File: src/inc/vtp_pkg.sv
// Purpose: shared constants for the vector table placement controller
// Assumes: 16K-word program flash, word addresses 14 bits wide
// Notes: fuse and lock inputs are programmed when low
package vtp_pkg;

  localparam int unsigned FLASH_AW = 14;
  localparam int unsigned ADDR_W = 32;
  localparam int unsigned DATA_W = 32;
  localparam int unsigned REG_W = 8;

  // printed offset is not word aligned, so it is kept as an index
  localparam logic [ADDR_W-1:0] CORE_CTRL_IDX = 32'h0000_0035;
  localparam logic [ADDR_W-1:0] CORE_CTRL_ADDR = {CORE_CTRL_IDX[ADDR_W-3:0], 2'b00};

  localparam int unsigned UNLOCK_BIT = 0;
  localparam int unsigned SELECT_BIT = 1;
  localparam logic [REG_W-1:0] CORE_CTRL_RESET = 8'h00;

  localparam logic [3:0] UNLOCK_CYCLES = 4'h4;
  localparam logic [3:0] UNLOCK_LOAD = UNLOCK_CYCLES - 4'h1;

  localparam logic [FLASH_AW-1:0] FLASH_START = 14'h0000;
  localparam logic [FLASH_AW-1:0] VEC_FIRST_OFS = 14'h0002;
  localparam int unsigned VEC_STRIDE_SHIFT = 1;
  localparam logic [4:0] IRQ_NUM_LAST = 5'h19;

  localparam logic [1:0] BOOT_SIZE_4K = 2'h0;
  localparam logic [1:0] BOOT_SIZE_2K = 2'h1;
  localparam logic [1:0] BOOT_SIZE_1K = 2'h2;
  localparam logic [1:0] BOOT_SIZE_512 = 2'h3;
  localparam logic [FLASH_AW-1:0] BOOT_START_4K = 14'h3800;
  localparam logic [FLASH_AW-1:0] BOOT_START_2K = 14'h3c00;
  localparam logic [FLASH_AW-1:0] BOOT_START_1K = 14'h3e00;
  localparam logic [FLASH_AW-1:0] BOOT_START_512 = 14'h3f00;

  localparam logic [1:0] HTRANS_IDLE = 2'h0;
  localparam logic [1:0] HTRANS_NONSEQ = 2'h2;
  localparam logic [2:0] HSIZE_WORD = 3'h2;
  localparam logic HRESP_OKAY = 1'b0;

  function automatic logic [FLASH_AW-1:0] vtp_boot_start(input logic [1:0] size_code);
    logic [FLASH_AW-1:0] start;
    start = BOOT_START_2K;
    unique case (size_code)
      BOOT_SIZE_4K: start = BOOT_START_4K;
      BOOT_SIZE_2K: start = BOOT_START_2K;
      BOOT_SIZE_1K: start = BOOT_START_1K;
      BOOT_SIZE_512: start = BOOT_START_512;
    endcase
    return start;
  endfunction

endpackage

File: src/vtp_pin_sync.sv
// Purpose: three-stage synchroniser for slow static pin levels
// Assumes: inputs change rarely (fuses, lock bits)
// Notes: output moves only when stages two and three agree
`timescale 1ns/100ps
module vtp_pin_sync
  import vtp_pkg::*;
#(
  parameter int unsigned WIDTH = 1,
  parameter logic [WIDTH-1:0] RESET_VAL = '1
) (
  input wire logic sys_clk,
  input wire logic arst_n,
  input wire logic clk_en,
  input wire logic [WIDTH-1:0] pin_in,
  output logic [WIDTH-1:0] level_out
);

  logic [WIDTH-1:0] stage1_ff;
  logic [WIDTH-1:0] stage2_ff;
  logic [WIDTH-1:0] stage3_ff;
  logic [WIDTH-1:0] level_ff;

  always_ff @(posedge sys_clk or negedge arst_n) begin
    if (!arst_n) begin
      stage1_ff <= RESET_VAL;
      stage2_ff <= RESET_VAL;
      stage3_ff <= RESET_VAL;
    end else if (clk_en) begin
      stage1_ff <= pin_in;
      stage2_ff <= stage1_ff;
      stage3_ff <= stage2_ff;
    end
  end

  // only agreeing bits move, so a glitch lasting one sample never counts
  genvar b;
  generate
    for (b = 0; b < WIDTH; b++) begin : g_bit
      always_ff @(posedge sys_clk or negedge arst_n) begin
        if (!arst_n) begin
          level_ff[b] <= RESET_VAL[b];
        end else if (clk_en && (stage2_ff[b] == stage3_ff[b])) begin
          level_ff[b] <= stage3_ff[b];
        end
      end
    end
  endgenerate

  assign level_out = level_ff;

endmodule

File: src/vtp_ahb_slave.sv
// Purpose: AHB-Lite slave front end for the single control register
// Assumes: one slave on the bus, so hready equals our hreadyout
// Notes: zero wait states while clk_en is high; unmapped reads give zero
`timescale 1ns/100ps
module vtp_ahb_slave
  import vtp_pkg::*;
(
  input wire logic sys_clk,
  input wire logic arst_n,
  input wire logic clk_en,
  input wire logic hsel,
  input wire logic [ADDR_W-1:0] haddr,
  input wire logic [1:0] htrans,
  input wire logic hwrite,
  input wire logic [2:0] hsize,
  input wire logic [DATA_W-1:0] hwdata,
  input wire logic hready,
  output logic hreadyout,
  output logic hresp,
  output logic [DATA_W-1:0] hrdata,
  input wire logic [REG_W-1:0] reg_rdata,
  output logic reg_wr,
  output logic [REG_W-1:0] reg_wdata
);

  logic wr_pend_ff;
  logic [DATA_W-1:0] hrdata_ff;
  logic addr_hit;

  assign addr_hit = hsel && hready && clk_en && (htrans == HTRANS_NONSEQ)
                    && (haddr == CORE_CTRL_ADDR) && (hsize == HSIZE_WORD);

  always_ff @(posedge sys_clk or negedge arst_n) begin
    if (!arst_n) begin
      wr_pend_ff <= 1'b0;
    end else if (clk_en) begin
      wr_pend_ff <= addr_hit && hwrite;
    end
  end

  // read data is latched at the address phase, so it stands for the data phase
  always_ff @(posedge sys_clk or negedge arst_n) begin
    if (!arst_n) begin
      hrdata_ff <= '0;
    end else if (clk_en) begin
      hrdata_ff <= (addr_hit && !hwrite) ? {{(DATA_W-REG_W){1'b0}}, reg_rdata} : '0;
    end
  end

  // a frozen clock enable stretches the data phase instead of losing it
  assign hreadyout = clk_en;
  assign hresp = HRESP_OKAY;
  assign hrdata = hrdata_ff;
  assign reg_wr = wr_pend_ff && clk_en;
  assign reg_wdata = hwdata[REG_W-1:0];

endmodule

File: src/vtp_ctrl.sv
// Purpose: places reset entry and interrupt vector table in program flash
// Assumes: core supplies a retire pulse per finished instruction and the
//   section it executes from; fuse and lock pins are static, low = programmed
// Notes: the register is reached over AHB-Lite as one aligned word
// Contract
// - With the select bit clear, vectors are fetched from the start of flash.
// - With the select bit set, vectors move to the boot section start chosen by the size fuses.
// - Boot reset fuse unprogrammed, 2K boot section, select set: reset at 0x0000, vectors 0x3C02 to 0x3C32, two words apart.
// - Boot reset fuse programmed, 2K boot section, select set: reset at 0x3C00, vectors from 0x3C02.
// - Boot reset fuse programmed with a 2K section: execution after reset starts at the boot section; reset entry stays 0x0000 until the fuses synchronise.
// - A new select value is taken only while the unlock bit is set; otherwise writes leave it unchanged.
// - Hardware clears the unlock bit four cycles after it was set, or earlier when select is written.
// - Interrupts are blocked from the cycle unlock is set until the instruction after the select write completes.
// - Without a select write, interrupts stay blocked four cycles and then resume.
// - The automatic blocking never changes the global interrupt enable flag.
// - Vectors in boot section and app-side lock programmed: interrupts blocked while executing the application.
// - Vectors in application and boot-side lock programmed: interrupts blocked while executing the boot section.
//
// Register access over AHB-Lite was left to the implementer.
`timescale 1ns/100ps
module vtp_ctrl
  import vtp_pkg::*;
(
  input wire logic sys_clk,
  input wire logic arst_n,
  input wire logic clk_en,
  input wire logic hsel,
  input wire logic [ADDR_W-1:0] haddr,
  input wire logic [1:0] htrans,
  input wire logic hwrite,
  input wire logic [2:0] hsize,
  input wire logic [DATA_W-1:0] hwdata,
  input wire logic hready,
  output logic hreadyout,
  output logic hresp,
  output logic [DATA_W-1:0] hrdata,
  input wire logic boot_reset_fuse_n,
  input wire logic [1:0] boot_size_fuse,
  input wire logic app_side_lock_bit_n,
  input wire logic boot_side_lock_bit_n,
  input wire logic exec_in_boot,
  input wire logic instr_retire,
  input wire logic global_irq_en,
  input wire logic [4:0] irq_num,
  output logic [FLASH_AW-1:0] reset_entry_addr,
  output logic [FLASH_AW-1:0] vector_table_base,
  output logic [FLASH_AW-1:0] vector_addr,
  output logic irq_change_block,
  output logic irq_service_en
);

  typedef enum logic [1:0] {
    VTP_IDLE = 2'b00,
    VTP_UNLOCKED = 2'b01,
    VTP_DRAIN = 2'b10
  } vtp_phase_e;

  logic reg_wr;
  logic [REG_W-1:0] reg_wdata;
  logic [REG_W-1:0] reg_rdata;
  logic [4:0] fuse_raw;
  logic [4:0] fuse_sync;
  logic boot_reset_n_s;
  logic [1:0] boot_size_s;
  logic app_lock_n_s;
  logic boot_lock_n_s;
  logic [FLASH_AW-1:0] boot_start;

  logic vector_table_select_ff;
  logic vector_change_unlock_ff;
  logic [3:0] unlock_cnt_ff;
  logic post_write_ff;
  vtp_phase_e phase_ff;
  logic [FLASH_AW-1:0] reset_entry_ff;
  logic [FLASH_AW-1:0] vector_base_ff;
  logic [FLASH_AW-1:0] vector_addr_ff;

  logic wr_unlock;
  logic wr_select;
  logic unlock_expire;
  logic lock_block;
  logic [FLASH_AW-1:0] nxt_vector_base;
  logic [FLASH_AW-1:0] nxt_vector_addr;
  logic [FLASH_AW-1:0] irq_ofs;

  vtp_ahb_slave u_bus (
    .sys_clk(sys_clk),
    .arst_n(arst_n),
    .clk_en(clk_en),
    .hsel(hsel),
    .haddr(haddr),
    .htrans(htrans),
    .hwrite(hwrite),
    .hsize(hsize),
    .hwdata(hwdata),
    .hready(hready),
    .hreadyout(hreadyout),
    .hresp(hresp),
    .hrdata(hrdata),
    .reg_rdata(reg_rdata),
    .reg_wr(reg_wr),
    .reg_wdata(reg_wdata)
  );

  assign fuse_raw = {boot_side_lock_bit_n, app_side_lock_bit_n, boot_size_fuse,
                     boot_reset_fuse_n};

  // reset value is all unprogrammed so nothing locks before the pins settle
  vtp_pin_sync #(.WIDTH(5), .RESET_VAL(5'h1f)) u_fuse_sync (
    .sys_clk(sys_clk),
    .arst_n(arst_n),
    .clk_en(clk_en),
    .pin_in(fuse_raw),
    .level_out(fuse_sync)
  );

  assign boot_reset_n_s = fuse_sync[0];
  assign boot_size_s = fuse_sync[2:1];
  assign app_lock_n_s = fuse_sync[3];
  assign boot_lock_n_s = fuse_sync[4];
  assign boot_start = vtp_boot_start(boot_size_s);

  // register view: only the two placement bits exist, the rest read zero
  always_comb begin
    reg_rdata = CORE_CTRL_RESET;
    reg_rdata[SELECT_BIT] = vector_table_select_ff;
    reg_rdata[UNLOCK_BIT] = vector_change_unlock_ff;
  end

  assign wr_unlock = reg_wr && reg_wdata[UNLOCK_BIT];
  assign wr_select = reg_wr && !reg_wdata[UNLOCK_BIT] && vector_change_unlock_ff;
  assign unlock_expire = vector_change_unlock_ff && (unlock_cnt_ff == 4'h0);

  always_ff @(posedge sys_clk or negedge arst_n) begin
    if (!arst_n) begin
      vector_table_select_ff <= CORE_CTRL_RESET[SELECT_BIT];
    end else if (clk_en && wr_select) begin
      vector_table_select_ff <= reg_wdata[SELECT_BIT];
    end
  end

  // a fresh unlock write in the expiry cycle re-arms: set wins over clear
  always_ff @(posedge sys_clk or negedge arst_n) begin
    if (!arst_n) begin
      vector_change_unlock_ff <= CORE_CTRL_RESET[UNLOCK_BIT];
      unlock_cnt_ff <= 4'h0;
    end else if (clk_en) begin
      if (wr_unlock) begin
        vector_change_unlock_ff <= 1'b1;
        unlock_cnt_ff <= UNLOCK_LOAD;
      end else if (wr_select || unlock_expire) begin
        vector_change_unlock_ff <= 1'b0;
        unlock_cnt_ff <= 4'h0;
      end else if (vector_change_unlock_ff) begin
        unlock_cnt_ff <= unlock_cnt_ff - 4'h1;
      end
    end
  end

  // the instruction after the select write must retire before servicing resumes
  always_ff @(posedge sys_clk or negedge arst_n) begin
    if (!arst_n) begin
      post_write_ff <= 1'b0;
    end else if (clk_en) begin
      if (wr_select) begin
        post_write_ff <= 1'b1;
      end else if (instr_retire) begin
        post_write_ff <= 1'b0;
      end
    end
  end

  // phase tracker, readable in simulation and used by the covers
  always_ff @(posedge sys_clk or negedge arst_n) begin
    if (!arst_n) begin
      phase_ff <= VTP_IDLE;
    end else if (clk_en) begin
      unique case (phase_ff)
        VTP_IDLE: begin
          if (wr_unlock) begin
            phase_ff <= VTP_UNLOCKED;
          end
        end
        VTP_UNLOCKED: begin
          if (wr_unlock) begin
            phase_ff <= VTP_UNLOCKED;
          end else if (wr_select) begin
            phase_ff <= VTP_DRAIN;
          end else if (unlock_expire) begin
            phase_ff <= VTP_IDLE;
          end
        end
        VTP_DRAIN: begin
          if (wr_unlock) begin
            phase_ff <= VTP_UNLOCKED;
          end else if (instr_retire) begin
            phase_ff <= VTP_IDLE;
          end
        end
        default: phase_ff <= VTP_IDLE;
      endcase
    end
  end

  assign irq_change_block = vector_change_unlock_ff || post_write_ff;

  // lock bits only block when the table and the running code sit apart
  assign lock_block = (vector_table_select_ff && !app_lock_n_s && !exec_in_boot)
                      || (!vector_table_select_ff && !boot_lock_n_s && exec_in_boot);

  // the global enable is only read, never written back
  assign irq_service_en = global_irq_en && !irq_change_block && !lock_block;

  assign nxt_vector_base = vector_table_select_ff ? boot_start : FLASH_START;
  assign irq_ofs = {{(FLASH_AW-5){1'b0}}, irq_num} << VEC_STRIDE_SHIFT;
  assign nxt_vector_addr = nxt_vector_base + irq_ofs;

  always_ff @(posedge sys_clk or negedge arst_n) begin
    if (!arst_n) begin
      vector_base_ff <= FLASH_START;
      vector_addr_ff <= FLASH_START;
    end else if (clk_en) begin
      vector_base_ff <= nxt_vector_base;
      vector_addr_ff <= nxt_vector_addr;
    end
  end

  // reset entry follows the boot reset and boot size fuses alone, not the select bit
  always_ff @(posedge sys_clk or negedge arst_n) begin
    if (!arst_n) begin
      reset_entry_ff <= FLASH_START;
    end else if (clk_en) begin
      reset_entry_ff <= boot_reset_n_s ? FLASH_START : boot_start;
    end
  end

  assign reset_entry_addr = reset_entry_ff;
  assign vector_table_base = vector_base_ff;
  assign vector_addr = vector_addr_ff;

  // checks
  localparam logic [FLASH_AW-1:0] CHK_FIRST_2K = 14'h3c02;
  localparam logic [FLASH_AW-1:0] CHK_LAST_2K = 14'h3c32;
  localparam logic [FLASH_AW-1:0] CHK_RESET_2K = 14'h3c00;

  logic [3:0] unlock_run_ff;
  always_ff @(posedge sys_clk or negedge arst_n) begin
    if (!arst_n) begin
      unlock_run_ff <= 4'h0;
    end else if (clk_en) begin
      if (wr_unlock) begin
        unlock_run_ff <= 4'h1;
      end else if (vector_change_unlock_ff && !wr_select && !unlock_expire) begin
        unlock_run_ff <= unlock_run_ff + 4'h1;
      end else begin
        unlock_run_ff <= 4'h0;
      end
    end
  end
endmodule

File: config.mk
export PLATFORM = sky130hd
export DESIGN_NAME = vtp_ctrl
export DESIGN_NICKNAME = d
export VERILOG_FILES = /design/src/inc/vtp_pkg.sv /design/src/vtp_pin_sync.sv /design/src/vtp_ahb_slave.sv /design/src/vtp_ctrl.sv
export SDC_FILE = /design/constraint.sdc
export NUM_CORES = 1
export LEC_CHECK = 0
export BUFFER_PORTS_ARGS = -buffer_cell sky130_fd_sc_hd__buf_2
export CORE_ASPECT_RATIO = 0.5
export CORE_MARGIN = 10
export CORE_UTILIZATION = 43
export CTS_BUF_LIST = sky130_fd_sc_hd__clkbuf_8
export CTS_CLUSTER_DIAMETER = 40
export DETAILED_ROUTE_END_ITERATION = 6
export PLACE_DENSITY = 0.82
export SYNTH_ARGS = -nofsm -noshare
export SYNTH_HDL_FRONTEND = slang
export SYNTH_SLANG_ARGS = --single-unit
File: constraint.sdc
create_clock -name sys_clk -period 1.9 [get_ports sys_clk]
set_input_delay 0.38 -clock sys_clk [delete_from_list [all_inputs] [get_ports sys_clk]]
set_output_delay 0.38 -clock sys_clk [all_outputs]
set_load 0.01 [all_outputs]
==> impl_metrics.csv <==
group,metric,value,unit
detailed_routing,route.final.wire_length,5651,um
place,hpwl,4726,um
timing,slew_violations,0,
clock_tree,cts-root-buf,"clkbuf_8",
synth,syn_inst,232,
timing,finalHoldViolCount,0,
global_routing,grt_pass1_wl,8797,um
timing,worst_clock_skew,0.007163,ns
global_routing,gr-usage-all-layers,0.1121,
clock_tree,clock_latency,0.29,ns
layout,final_cell_area,0.002774,mm^2
power,power.switching,0.0006613,W
clock_tree,clock_path_buffers,2,
detailed_routing,ant_nets,0,
synth,synthArstFlopShare,1.000,
layout,antenna_cells,0,
setup_path,r2r_cells,6,
power,leakage,1.395,nW
power,ir_drop,0.0005776,V
detailed_routing,first_pass_iters,4,
timing,fin_crit_sh,0.9481,
clock_tree,cts_made_buffers,5,
synth,synth_common_cells,"buf_4 (61), dfrtp_1 (23), mux2_2 (21), dfstp_2 (20), inv_1 (14)",
synth,yosys.cell_count.top_type,"buf_4",
place,place_ws,0.2761,ns
place,place_area,0.002686,mm^2
job,maxCapViolations,0,
detailed_routing,wl_per_cell,14.79,um
detailed_routing,first_iter_violations,69,
setup_path,critPathArrivalTime,1.42,ns
setup_path,crit_fanout,3,
global_routing,grt-ovfl-total,0,
die,dieHeight,73.39,um
clock_tree,cts_tree,"yes",
place,place.gp.congestion,0.7843,
power,clockPowerShare,0.236,
timing,setup_viol,0,
setup_path,cp-end-kind,"primary output",
clock_tree,htreeDepth,2,
synth,synth_area_leaders,"dfrtp_1 (23%), dfstp_2 (21%), buf_4 (19%), mux2_2 (9.6%), a21oi_1 (2.2%)",
clock_tree,clk_pin_slew,0.08,ns
power,intPower,0.001581,W
place,port_buffers,85,
setup_path,path_class,"reg2out",
synth,ys.flop_type,"dfrtp_1",
die,die_x,126.8,um
timing,worst_slew_pin_slew,0.6097,ns
die,dieArea,0.009303,mm^2
timing,finalSetupTns,0,ns
clock_tree,cts_sinks,43,
synth,yosysTopAreaCell,"dfrtp_1",
timing,setup_ws,0.09857,ns
power,p_per_area,808.3,mW/mm^2
run_status,outcome,"finished, final reports clean",
global_routing,grt_pass1_vias,1831,
setup_path,critPathLaunchType,"flop",
synth,synth_edf_count,0,
power,share_comb_of_total_power,0.224,
die,num_rows,19,
global_routing,grt_max_degree,41,
die,floorplan.initialDensity,0.4463,
timing,period_needed,1.801,ns
power,p_sw_frac,0.2949,
timing,slew_headroom,0.5936,
die,io_pins,166,
layout,layout-drive-gt1-share,0.4660,
synth,yosysSeqAreaShare,0.4492,
global_routing,antenna_found_initial,0,
synth,ys_seq_elements,43,
synth,syn_avg_cell_area,10.57,um^2
clock_tree,ctsHoldBuffers,0,
layout,fin_nets,397,
detailed_routing,via_per_inst,4.597,
timing,fmax,0.5551,GHz
setup_path,r2r_setup_slack,0.25,ns
layout,area_growth,13.17,%
synth,synth_top_area_frac,0.2348,
power,seq_power_share,0.540,
detailed_routing,via_count,1756,
synth,ys_types,41,
synth,syn_area,0.002451,mm^2
synth,yosysWarningCount,0,
setup_path,r2r_end,"unlock_cnt_ff[2]$_DFFE_PN0P_",
setup_path,crit_required,1.52,ns
min_path,worstHoldPathType,"in2async",
setup_path,worstReg2RegStart,"unlock_cnt_ff[0]$_DFFE_PN0P_",
die,core_area,0.005492,mm^2
detailed_routing,drc,0,
## metal layers
metal | GRT usage | vias to the layer above | share of wire
met5 | 0 | - | 0
met4 | 0.05144 | 0 | 0.022
met3 | 0.04666 | 11 | 0.11
met2 | 0.2056 | 89 | 0.52
met1 | 0.1105 | 819 | 0.35
li1 | - | 837 | -
## layout by cell type, fill, tap and decap left out, types with 2 or more instances in the layout
cell,n
conb_1,50
dfrtp_1,23
mux2_2,21
nand4_1,2
clkbuf_8,5
nor2_1,9
buf_2,85
dfstp_2,20
nor4_2,2
inv_1,16
a31oi_1,2
nand2b_1,8
nand2_1,7
o21ai_0,9
a21oi_1,11
nor3_1,4
o41ai_2,2
nor4_1,2
nor4bb_1,2
o22ai_1,3
buf_4,4
nor3b_1,2
a41oi_1,2
## final cells by class
cell class,instances,area (um^2)
flip-flops and latches,43,1101
clock buffers,5,68.82
fillers,487,2718
repair buffers,89,455.4
clock inverters,3,12.51
inverters,14,52.55
multi-input cells,155,992.2
well taps,73,91.34
## worst max-delay path: stages (launching register included)
cell and delay, ns:
dfstp_2 0.55, nor2_1 0.05, a2111oi_2 0.35, buf_2 0.19
## power groups by stage
stage	registers [W]	clock network, W	logic [W]
floorplan	0.00121	0	0.000393
global placement	0.00121	0	0.000462
detailed placement	0.00123	0	0.000497
CTS	0.00121	0.000550	0.000497
global route	0.00123	0.000594	0.000558
finish	0.00121	0.000529	0.000502
## logic make-up (layout without fill, tap and decap cells)
family | after synthesis | count (layout) | share of synthesized area
flops | 43 | 43 | 0.4492
mux | 21 | 21 | 0.09648
simple gates | 48 | 48 | 0.1286
compound gates | 35 | 35 | 0.09546
other cells | 1 | 50 | 0.001530
buf+inv | 83 | 111 | 0.2236
fa+ha+maj | 1 | 1 | 0.005104
## worst max-delay path by stage
stage / start / to / slack, ns / cells past startpoint
6_report: u_fuse_sync.level_out[4]$_DFFE_PN1P_ / irq_service_en / 0.1 / 3
5_1_grt: u_fuse_sync.level_out[4]$_DFFE_PN1P_ / irq_service_en / -0.02 / 3
4_1_cts: u_fuse_sync.level_out[4]$_DFFE_PN1P_ / irq_service_en / 0.02 / 3
3_5_place_dp: haddr[29] / u_bus.hrdata[1]$_DFFE_PN0P_ / 0.28 / 4
3_3_place_gp: haddr[29] / u_bus.hrdata[1]$_DFFE_PN0P_ / 0.23 / 4
2_1_floorplan: vector_change_unlock_ff$_DFFE_PN0P_ / irq_service_en / 0.1 / 3
## flip-flops by register name, indices dropped and copies added (netlist names)
register / count
vector_addr: 5
u_fuse_sync.level_out: 5
reset_entry_addr: 4
unlock_cnt_ff: 4
u_bus.wr_pend_ff: 1
u_fuse_sync.stage2_ff: 5
vector_table_base: 4
u_bus.hrdata: 2
post_write_ff: 1
vector_table_select_ff: 1
vector_change_unlock_ff: 1
u_fuse_sync.stage3_ff: 5
u_fuse_sync.stage1_ff: 5
## stage by stage
step	power, W	hold slack, ns	util	std cells
floorplan	0.001606	0.08441	-	281
global placement	0.001675	0.4115	0.4892	374
detailed placement	0.001724	0.4254	0.4892	374
CTS	0.002258	0.1080	0.5040	382
global route	0.002387	0.1262	0.5051	382
finish	0.002242	0.09230	0.5051	382
## repair_timing
item                                    CTS  global route
endpoints found under the setup margin    0             1
hold endpoints to repair                  0             0
buffers inserted                          0             0
gates resized for setup                   0             2
Note: power is estimated with default switching activity, not from simulation.
